**src/design/lecnt_pkg.sv**
```systemverilog
// Package of constants and types for the line error counter block.
// Overview of operation
// - Latch counts on second, frame interval, manual
// - Counters saturate at maximum, never wrap
// - Config bit 0 adds excessive zeros count
// - Config bit 1 selects out-of-sync count mode; stored, unused here
// - Config bit 2 adds Fs-bit path errors; stored, unused here
// - E1: bit 3 selects bipolar or code violations
// - Bit 4 picks automatic or manual latching
// - T1 auto: one second or 333 frames
// - E1 auto: one second or 500 frames
// - Manual bit rising latches next cycle, clears
// - T1 counts bipolar violations, skips B8ZS codewords
// - Line counter runs during sync loss
// - Zero threshold 16 plain, 8 with B8ZS
// - E1 same-polarity marks count, skip HDB3 codewords
// - E1 code violation: same-polarity successive violations
// - E1 counter holds at 65,535
// - Count high byte first register, low second
package lecnt_pkg;

  // ****************************************************************
  // Register map and fields
  // ****************************************************************
  localparam logic [7:0] LECNT_ADDR_CONFIG   = 8'h41;
  localparam logic [7:0] LECNT_ADDR_CNT_HIGH = 8'h42;
  localparam logic [7:0] LECNT_ADDR_CNT_LOW  = 8'h43;
  localparam logic [7:0] LECNT_CONFIG_RESET  = 8'h00;
  localparam logic [7:0] LECNT_CONFIG_MASK   = 8'h7F;
  localparam logic [15:0] LECNT_COUNT_RESET  = 16'h0000;
  localparam int LECNT_BIT_ZERO_CNT   = 0;
  localparam int LECNT_BIT_SYNC_LOSS  = 1;
  localparam int LECNT_BIT_FS_REPORT  = 2;
  localparam int LECNT_BIT_VIOL_TYPE  = 3;
  localparam int LECNT_BIT_ACC_SRC    = 4;
  localparam int LECNT_BIT_AUTO_INT   = 5;
  localparam int LECNT_BIT_MANUAL     = 6;

  // ****************************************************************
  // Counting constants
  // ****************************************************************
  localparam int LECNT_ZEROS_PLAIN    = 16;
  localparam int LECNT_ZEROS_B8ZS     = 8;
  localparam int LECNT_T1_FRAMES      = 333;
  localparam int LECNT_E1_FRAMES      = 500;
  localparam int LECNT_SECOND_MS      = 1000;
  localparam int LECNT_CLK_MHZ        = 100;
  localparam int LECNT_SECOND_CYCLES  =
    LECNT_SECOND_MS * 1000 * LECNT_CLK_MHZ;

  // ****************************************************************
  // Types
  // ****************************************************************
  typedef struct packed {
    logic manual_latch_trigger;
    logic auto_interval_select;
    logic accumulation_source_select;
    logic e1_violation_type_select;
    logic secondary_frame_bit_report;
    logic sync_loss_count_select;
    logic t1_zero_count_select;
  } lecnt_cfg_t;

  typedef struct packed {
    logic pos;
    logic neg;
  } lecnt_sym_t;

  function automatic logic [15:0] lecnt_sat_inc(input logic [15:0] v);
    lecnt_sat_inc = (v == 16'hFFFF) ? v : 16'(v + 16'h0001);
  endfunction : lecnt_sat_inc

endpackage : lecnt_pkg

```
**src/design/lecnt_interval_timer.sv**
```systemverilog
// Update interval timer giving one-second or frame-based latch pulses.
`timescale 1ns/10ps
module lecnt_interval_timer
  import lecnt_pkg::*;
#(
  parameter int SECOND_CYCLES = LECNT_SECOND_CYCLES
) (
  input  wire logic clk_sys,
  input  wire logic srst,
  input  wire logic frame_tick,
  input  wire logic e1_mode,
  input  wire logic short_sel,
  output logic      interval_pulse
);
  logic [31:0] sec_cnt_r;
  logic [9:0]  frm_cnt_r;
  logic [9:0]  frm_limit;
  logic        sec_hit;
  logic        frm_hit;
  logic [1:0]  sel_prev_r;
  logic        sel_change;

  // Frame interval is 333 frames on T1, 500 on E1.
  assign frm_limit = e1_mode ? 10'(LECNT_E1_FRAMES)
                             : 10'(LECNT_T1_FRAMES);
  assign sec_hit = (sec_cnt_r == 32'(SECOND_CYCLES - 1));
  assign frm_hit = frame_tick && (10'(frm_cnt_r + 10'h001) >= frm_limit);
  // A new interval source restarts both counts, so the first pulse after
  // a change comes a full interval later and never straight away.
  assign sel_change = (sel_prev_r != {short_sel, e1_mode});
  assign interval_pulse = !sel_change && (short_sel ? frm_hit : sec_hit);

  always_ff @(posedge clk_sys) begin
    if (srst) begin
      sel_prev_r <= 2'h0;
    end else begin
      sel_prev_r <= {short_sel, e1_mode};
    end
  end

  always_ff @(posedge clk_sys) begin
    if (srst || sel_change || sec_hit) begin
      sec_cnt_r <= 32'h00000000;
    end else begin
      sec_cnt_r <= 32'(sec_cnt_r + 32'h00000001);
    end
  end

  always_ff @(posedge clk_sys) begin
    if (srst || sel_change || frm_hit) begin
      frm_cnt_r <= 10'h000;
    end else if (frame_tick) begin
      frm_cnt_r <= 10'(frm_cnt_r + 10'h001);
    end
  end
endmodule : lecnt_interval_timer

```
**src/design/lecnt_top.sv**
```systemverilog
// Line error counter top: configuration register, counter and latch.
`timescale 1ns/10ps
module lecnt_top
  import lecnt_pkg::*;
#(
  parameter int SECOND_CYCLES = LECNT_SECOND_CYCLES
) (
  input  wire logic       clk_sys,
  input  wire logic       srst,
  input  wire logic [7:0] reg_addr,
  input  wire logic       reg_wr,
  input  wire logic [7:0] reg_wdata,
  output logic      [7:0] reg_rdata,
  input  wire logic       sym_valid,
  input  wire lecnt_sym_t sym,
  input  wire logic       e1_mode,
  input  wire logic       sub_decode_en,
  input  wire logic       sub_codeword,
  input  wire logic       frame_tick,
  input  wire logic       receive_sync_lost,
  output lecnt_cfg_t      cfg_out,
  output logic            latch_pulse
);
  lecnt_cfg_t  cfg_r;
  logic        manual_prev_r;
  logic [15:0] count_r;
  logic [15:0] latched_r;
  logic        viol_pulse;
  logic        interval_pulse;
  logic        manual_pulse;
  logic [7:0]  rdata_nxt;

  // ****************************************************************
  // Configuration register
  // ****************************************************************
  always_ff @(posedge clk_sys) begin
    if (srst) begin
      cfg_r <= lecnt_cfg_t'(LECNT_CONFIG_RESET[6:0]);
    end else if (reg_wr && reg_addr == LECNT_ADDR_CONFIG) begin
      // Bit 7 is not stored; it reads back as zero.
      // Bits 1 and 2 are stored for read-back only; no counter here uses them.
      cfg_r <= lecnt_cfg_t'(reg_wdata[6:0]);
    end
  end

  assign cfg_out = cfg_r;

  // ****************************************************************
  // Update event selection
  // ****************************************************************
  always_ff @(posedge clk_sys) begin
    if (srst) begin
      manual_prev_r <= 1'b0;
    end else begin
      manual_prev_r <= cfg_r.manual_latch_trigger;
    end
  end

  // The stored bit rises, and the latch follows on the next edge.
  assign manual_pulse = cfg_r.manual_latch_trigger && !manual_prev_r;

  lecnt_interval_timer #(
    .SECOND_CYCLES (SECOND_CYCLES)
  ) u_timer (
    .clk_sys        (clk_sys),
    .srst           (srst),
    .frame_tick     (frame_tick),
    .e1_mode        (e1_mode),
    .short_sel      (cfg_r.auto_interval_select),
    .interval_pulse (interval_pulse)
  );

  // Manual or automatic source chosen by the accumulation bit.
  assign latch_pulse = cfg_r.accumulation_source_select ? manual_pulse
                                                        : interval_pulse;

  // ****************************************************************
  // Violation detection and counting
  // ****************************************************************
  lecnt_viol_detect u_detect (
    .clk_sys       (clk_sys),
    .srst          (srst),
    .sym_valid     (sym_valid),
    .sym           (sym),
    .e1_mode       (e1_mode),
    .sub_decode_en (sub_decode_en),
    .sub_codeword  (sub_codeword),
    .cfg           (cfg_r),
    .viol_pulse    (viol_pulse)
  );

  // The sync-loss input does not gate this counter.
  always_ff @(posedge clk_sys) begin
    if (srst) begin
      count_r <= LECNT_COUNT_RESET;
    end else if (latch_pulse) begin
      // A violation in the latch cycle starts the new interval.
      count_r <= viol_pulse ? 16'h0001 : LECNT_COUNT_RESET;
    end else if (viol_pulse) begin
      count_r <= lecnt_sat_inc(count_r);
    end
  end

  // Latched copy changes only on update events.
  always_ff @(posedge clk_sys) begin
    if (srst) begin
      latched_r <= LECNT_COUNT_RESET;
    end else if (latch_pulse) begin
      latched_r <= viol_pulse ? lecnt_sat_inc(count_r) : count_r;
    end
  end

  // ****************************************************************
  // Register read
  // ****************************************************************
  always_comb begin
    unique case (reg_addr)
      LECNT_ADDR_CONFIG:   rdata_nxt = {1'b0, cfg_r};
      LECNT_ADDR_CNT_HIGH: rdata_nxt = latched_r[15:8];
      LECNT_ADDR_CNT_LOW:  rdata_nxt = latched_r[7:0];
      default:             rdata_nxt = 8'h00;
    endcase
  end

  always_ff @(posedge clk_sys) begin
    if (srst) begin
      reg_rdata <= 8'h00;
    end else begin
      reg_rdata <= rdata_nxt;
    end
  end
endmodule : lecnt_top

```
**src/design/lecnt_viol_detect.sv**
```systemverilog
// Line symbol violation detector for T1 and E1 receive data.
`timescale 1ns/10ps
module lecnt_viol_detect
  import lecnt_pkg::*;
(
  input  wire logic       clk_sys,
  input  wire logic       srst,
  input  wire logic       sym_valid,
  input  wire lecnt_sym_t sym,
  input  wire logic       e1_mode,
  input  wire logic       sub_decode_en,
  input  wire logic       sub_codeword,
  input  wire lecnt_cfg_t cfg,
  output logic            viol_pulse
);
  logic       last_pol_r;
  logic       last_bpv_pol_r;
  logic       mark_seen_r;
  logic       bpv_seen_r;
  logic       same_pol;
  logic [4:0] zero_run_r;
  logic       mark;
  logic       bpv;
  logic       zero_hit;
  logic [4:0] zero_limit;

  assign mark = sym.pos | sym.neg;
  // The first mark after reset has no predecessor and is never a violation.
  assign same_pol = sym_valid && mark && mark_seen_r
                    && (sym.pos == last_pol_r);
  // Same-polarity marks, with substitution codewords excluded.
  assign bpv = same_pol && !(sub_decode_en && sub_codeword);
  assign zero_limit = sub_decode_en ? 5'(LECNT_ZEROS_B8ZS)
                                    : 5'(LECNT_ZEROS_PLAIN);
  // Excessive zero detection counted only in T1.
  assign zero_hit = sym_valid && !mark && !e1_mode
                    && cfg.t1_zero_count_select
                    && (5'(zero_run_r + 5'h01) == zero_limit);

  always_ff @(posedge clk_sys) begin
    if (srst) begin
      last_pol_r  <= 1'b0;
      mark_seen_r <= 1'b0;
    end else if (sym_valid && mark) begin
      last_pol_r  <= sym.pos;
      mark_seen_r <= 1'b1;
    end
  end

  always_ff @(posedge clk_sys) begin
    if (srst) begin
      zero_run_r <= 5'h00;
    end else if (sym_valid) begin
      if (mark || zero_hit) begin
        zero_run_r <= 5'h00;
      end else if (zero_run_r != 5'h1F) begin
        zero_run_r <= 5'(zero_run_r + 5'h01);
      end
    end
  end

  always_ff @(posedge clk_sys) begin
    if (srst) begin
      last_bpv_pol_r <= 1'b0;
      bpv_seen_r     <= 1'b0;
    end else if (same_pol) begin
      last_bpv_pol_r <= sym.pos;
      bpv_seen_r     <= 1'b1;
    end
  end

  always_comb begin
    if (e1_mode && cfg.e1_violation_type_select) begin
      // Code violation: violation of same polarity as the last one.
      viol_pulse = same_pol && bpv_seen_r
                   && (sym.pos == last_bpv_pol_r);
    end else begin
      viol_pulse = bpv || zero_hit;
    end
  end
endmodule : lecnt_viol_detect
```
**config.mk**
```make
export PLATFORM = sky130hd
export DESIGN_NAME = lecnt_top
export DESIGN_NICKNAME = d
export VERILOG_FILES = /design/src/design/lecnt_pkg.sv /design/src/design/lecnt_interval_timer.sv /design/src/design/lecnt_top.sv /design/src/design/lecnt_viol_detect.sv
export SDC_FILE = /design/constraint.sdc
export NUM_CORES = 1
export LEC_CHECK = 0
export BUFFER_PORTS_ARGS = -buffer_cell sky130_fd_sc_hd__buf_2
export CORE_MARGIN = 2
export CORE_UTILIZATION = 60
export CTS_BUF_LIST = sky130_fd_sc_hd__clkbuf_8
export DETAILED_ROUTE_END_ITERATION = 8
export PLACE_DENSITY = 0.8
export SLEW_MARGIN = 20
export SYNTH_ARGS = -nofsm -noshare
export SYNTH_HDL_FRONTEND = slang
export SYNTH_HIERARCHICAL = 1
export SYNTH_SLANG_ARGS = --single-unit
```
**constraint.sdc**
```tcl
create_clock -name clk_sys -period 5.4 [get_ports clk_sys]
set_clock_uncertainty 0.05 [all_clocks]
set_input_delay 1.62 -clock clk_sys [delete_from_list [all_inputs] [get_ports clk_sys]]
set_output_delay 1.62 -clock clk_sys [all_outputs]
set_load 0.1 [all_outputs]
```
Word-level counts from Yosys, hierarchy flattened
Cells that the tools add are included.
{"block": "totals", "input_bits": 27, "regBits": 101, "word_cells": 75, "output_inout_bits": 16}
{"block": "classes", "order_cmp": 1, "n_addsub": 4, "n_reduce_logical": 28, "bitwise_logic": 1, "mux": 12, "n_eq_ne": 10}
{"operator": "$mux 16", "n": 3}
{"operator": "$add 32x1->32 const B", "n": 1}
{"operator": "$eq 32x27->1 const B", "n": 1}
{"operator": "$eq 8x7->1 const B", "n": 3}
{"operator": "$pmux 8 s3", "n": 1}
{"operator": "$add 16x1->16 const B", "n": 1}
{"operator": "$eq 16x16->1 const B", "n": 1}
{"operator": "$logic_and 1x1->1", "n": 16}
{"operator": "$mux 5", "n": 3}
{"operator": "$add 10x1->10 const B", "n": 1}
{"operator": "$ge 10x10->1", "n": 1}
{"operator": "$mux 8", "n": 1}
{"operator": "$add 5x1->5 const B", "n": 1}
{"operator": "$eq 5x5->1", "n": 1}
{"operator": "$logic_not 1->1", "n": 5}
{"operator": "$logic_or 1x1->1", "n": 5}
{"operator": "$ne 5x5->1 const B", "n": 1}
{"operator": "$mux 1", "n": 4}
{"operator": "$eq 1x1->1", "n": 2}
{"operator": "$ne 2x2->1", "n": 1}
{"operator": "$reduce_and 2->1", "n": 1}
{"operator": "$reduce_bool 2->1", "n": 1}
{"operator": "$or 1x1->1", "n": 1}

Depth between registers and ports, before layout
{"block": "logic_depth", "ltp_word": 10, "ltp_mapped": 16, "ltp_nobuf": 14}

Hierarchy
The synthesis kept the hierarchy.
{"mod": "lecnt_interval_timer", "cells_per_inst": 271, "n_inst": 1, "seq_area_each_um2": 880.8, "area_each_um2": 2304.7}
{"mod": "lecnt_top", "cells_per_inst": 243, "n_inst": 1, "seq_area_each_um2": 960.9, "area_each_um2": 2257.2}
{"mod": "lecnt_viol_detect", "cells_per_inst": 63, "n_inst": 1, "seq_area_each_um2": 180.2, "area_each_um2": 568.0}

Worst setup path after synthesis
OpenSTA, ideal clock, no wires.
{"block": "synth_path", "path_kind": "input port to output port", "start": "input port e1_mode", "end": "output port latch_pulse", "n_path_buf": 1, "t_required_ps": 3730, "t_arrival_ps": 4334, "cell_stages": 10, "slack_ps": -604, "path_cell_list": "inv_1 ha_1 a2111oi_0 or4_1 nor2_1 o311a_1 nor2b_1 nor2_1 inv_1 clkbuf_1"}
{"block": "synth_between", "elab_chain_len": 6, "word_cells_on_any_way": 8, "cone_classes": "1 x order compare; 1 x eq/ne; 3 x mux; 3 x reduce/logical"}
{"element": "start, declared", "line_no": "lecnt_top.sv:16", "text": "input wire logic e1_mode,"}
{"element": "$mux 8", "line_no": "lecnt_interval_timer.sv:24", "text": "assign frm_limit = e1_mode ? 10'(LECNT_E1_FRAMES)"}
{"element": "$ge 10x10->1", "line_no": "lecnt_interval_timer.sv:27", "text": "assign frm_hit = frame_tick && (10'(frm_cnt_r + 10'h001) >= frm_limit);"}
{"element": "$logic_and 1x1->1", "line_no": "lecnt_interval_timer.sv:27"}
{"element": "$mux 1", "line_no": "lecnt_interval_timer.sv:31", "text": "assign interval_pulse = !sel_change && (short_sel ? frm_hit : sec_hit);"}
{"element": "$logic_and 1x1->1 *", "line_no": "lecnt_interval_timer.sv:31"}
{"element": "named net interval_pulse", "line_no": "lecnt_top.sv:29", "text": "logic interval_pulse;"}
{"element": "$mux 1 *", "line_no": "lecnt_top.sv:74", "text": "assign latch_pulse = cfg_r.accumulation_source_select ? manual_pulse"}
{"element": "end, declared", "line_no": "lecnt_top.sv:22", "text": "output logic latch_pulse"}
Mark *: on every way through the listed nets, which the timed path passes. The rest lies on a longest branch.

Final worst setup path
Same ends and word-level chain as after synthesis.

==> metrics.txt <==
period utilisation layout=98.1%; DR iter-0 viols=227; VDD IR-drop max=between 100 and 150 uV; fin nets=~640; FMAX=between 150 and 200 MHz; top sig layer=met4; cts hold-fix bufs=0; total track usage=25.2%; syn_nets=615; sequential area share after synthesis=between 30% and 40%; maximum fanout along the worst path=5; core box area=approximately 0.0083 sq mm; status=finished clean; TritonCTS buffer count=9; Tmin final=approximately 5.3 ns; Slew HR=approximately 33%; number of detailed-route iterations in the first pass=5; crit path DAT=between 3 and 4 ns; Mapped Cells=slightly below 600; Antenna Nets Post-Route=0; Hold Path End=u_timer/sec_cnt_r[0]$_SDFF_PP0_; first-pass GRT wire length=between 15 and 20 mm; full die area=~0.0093 sq mm; vias in the first global route=~4.0k; synthesized area=a little over 0.005 sq mm; max-cap viol count=0; CP Capture Type=output pin; flip-flop and latch count after synthesis=101; H-tree levels=3; Worst R2R Start=u_timer/frm_cnt_r[0]$_SDFFE_PP0P_; placed inst area=0.00537 sq mm; Final Cell Area=0.00564 sq mm; share of post-route cells with drive strength above 1=between 10% and 20%; Top FF cell, synth=dfxtp_1; Tightest Pin Transition=1.01 ns; largest net degree at the start of global routing=31; Longest Clk Path Bufs=2; Lkg Pwr=0.00210 uW; reg2reg setup slack=about 1.7 ns; Ports=43; Die Width=a little under 100 microns; CP required=3.73 ns; initial core utilization=just over 60%; Diodes inserted=0; pwr dens=between 200 and 250 mW/mm^2; clock tree from TritonCTS=done; CP max stage cell=o311a_1; Synth warnings=6; syn avg cell area=8.89 sq um; DP HPWL=around 8.0 mm; final setup vio count=0; total wire length=about 11 mm; CP Launch Type=input port; WS Path Type=input port to output pin; cells along the critical path=buf_2 -> inv_2 -> ha_1 -> nor3b_1 -> nor4_1 -> nor2_1 -> nor2_1 -> o311a_1 -> nor2b_2 -> nor2_2 -> inv_2 -> buf_12; Final Util=68.3%; worst r2r dst=latched_r[11]$_SDFFE_PP0P_; Die Y=between 90 and 100 microns; Routed met2 length=between 5 and 6 mm; via count=~4.4k; hold path start=u_timer/sec_cnt_r[0]$_SDFF_PP0_; Worst-path clk slew=~0.09 ns; area growth from synthesis to final layout=9.98%; Port Buffers=40; routability congestion estimate=approximately 0.92; routed length on met3=between 500 and 600 microns; post-DR vias/cell=about 6.2; clock tree sinks=around 100; Worst Hold Depth=1; M1 WL=about 4.9 mm; Final Hold Vio Count=0; number of synthesized flops with an enable pin=0; Min-Delay Path Class=flop to flop; Netlist cell types=70; Final Max Slew Viols=0; clk root buf=clkbuf_8; Reg2Reg Depth=14; num rows=33; largest stage delay on the critical path=~0.37 ns; worst skew pair latency=between 0.3 and 0.4 ns; GRT Residual Overflow=0; remaining routing DRC violations=0; RSZ-0062 raised after global routing=false; antenna violations before repair=0; WL/cell=16.0 microns; asr flop ratio synth=0%
[cells by family after synthesis]
logic type	synth area share, %
and+or+nand+nor	29.8
DFF	39.4
AOI/OAI and AO/OA	12.0
xor gates and xnor gates	7.51
buffers and inverters	3.68
muxes	4.93
adders and majority gates	2.68
[stage by stage]
step / setup TNS (ns) / power [uW] / setup slack [ns] / hold WS (ns) / cells
finish: 0 / 1380 / 0.100 / 0.402 / 715
global route: 0 / 1430 / 0.0201 / 0.436 / 715
CTS: 0 / 1400 / 0.0727 / 0.403 / 715
detailed placement: -0.0679 / 824 / -0.0679 / 0.387 / 699
global placement: 0 / 822 / 0.0726 / 0.374 / 699
floorplan: 0 / 806 / 0.0438 / 0.363 / 577
[cell usage after synthesis, types with 6 or more instances]
| cell | n | area [sq um] |
|---|---|---|
| dfxtp_1 | 101 | 2020 |
| nor2_1 | 79 | 297 |
| nand2_1 | 39 | 146 |
| nor3_1 | 25 | 125 |
| xnor2_1 | 23 | 201 |
| nand3_1 | 22 | 110 |
| nand4_1 | 21 | 131 |
| xor2_1 | 21 | 184 |
| a21oi_1 | 18 | 90.1 |
| clkbuf_1 | 16 | 60.1 |
| mux2i_1 | 14 | 140 |
| o21ai_0 | 14 | 70.1 |
| and4_1 | 13 | 114 |
| ha_1 | 11 | 138 |
| inv_1 | 11 | 41.3 |
| nor4_1 | 11 | 68.8 |
| mux2_2 | 10 | 113 |
| a22oi_1 | 9 | 67.6 |
| and3_1 | 7 | 43.8 |
| and2_1 | 6 | 37.5 |
| nor2b_1 | 6 | 37.5 |
[report_power, final]
group / leakage [uW] / internal, uW / switching, uW
sequential: 0.000815 / 748 / 3.54
clock: 0.000125 / 330 / 246
combinational: 0.00116 / 20.0 / 35.9
total: 0.00210 / 1100 / 286
[flip-flops by register name, indices dropped and copies added, names as in the netlist]
name                     cells
u_timer/sec_cnt_r           32
u_detect/zero_run_r          5
u_detect/mark_seen_r         1
latched_r                   16
reg_rdata                    8
manual_prev_r                1
count_r                     16
u_timer/sel_prev_r           2
u_detect/last_pol_r          1
u_timer/frm_cnt_r           10
u_detect/bpv_seen_r          1
u_detect/last_bpv_pol_r      1
cfg_out                      7
[per-layer routing]
layer	vias up	global-route usage (%)
met4	0	6.34
met1	2095	31.2
met3	14	4.65
met2	131	45.0
met5	-	0
li1	2161	-
[how the worst max path moves through the flow]
stage,startpoint,end,slack (ns)
after global placement,e1_mode,latch_pulse,0.07
after detailed placement,e1_mode,latch_pulse,-0.07
after CTS,e1_mode,latch_pulse,0.07
after floorplan,e1_mode,latch_pulse,0.04
final,e1_mode,latch_pulse,0.10
after global routing,e1_mode,latch_pulse,0.02
[worst max-delay path, delay by kind of cell]
family	cells	cell delay [ns]
AOI/OAI and AO/OA	1	0.37
adders and majority gates	1	0.25
buffers and inverters	4	0.47
and+or+nand+nor	6	0.91
[layout make-up]
cell class / instances / area [sq um]
Tap cell: 105 / 131
Timing Repair Buffer: 47 / 268
Clock buffer: 11 / 151
Sequential cell: 101 / 2020
Clock inverter: 4 / 95.1
Inverter: 11 / 41.3
Multi-Input combinational cell: 436 / 2930
Fill cell: 679 / 2620
[layout by cell type (no fill, tap or decap), drive strengths merged, types with 3 or more instances in the layout]
cell,count
dfxtp,101
nor2,79
buf,47
nand2,39
nor3,25
nand4,25
xnor2,23
nand3,23
xor2,21
a21oi,19
o21ai,16
nor4,15
mux2i,14
and4,13
clkbuf,11
ha,11
inv,11
mux2,10
a22oi,9
and3,7
and2,7
nor2b,6
or4,6
or3,5
a211oi,5
o31ai,5
nand2b,4
nand3b,4
a32o,4
o311a,3
a22o,3
o22ai,3
o211ai,3
nor4b,3
bufinv,3
nor3b,3
or2,3
[timing repair]
item,4_1_cts,5_1_grt
endpoints found under the setup margin,1,1
pin swaps,1,0
gates resized for setup,4,3
buffers inserted,1,0
Power figures use the tool's default switching activity.
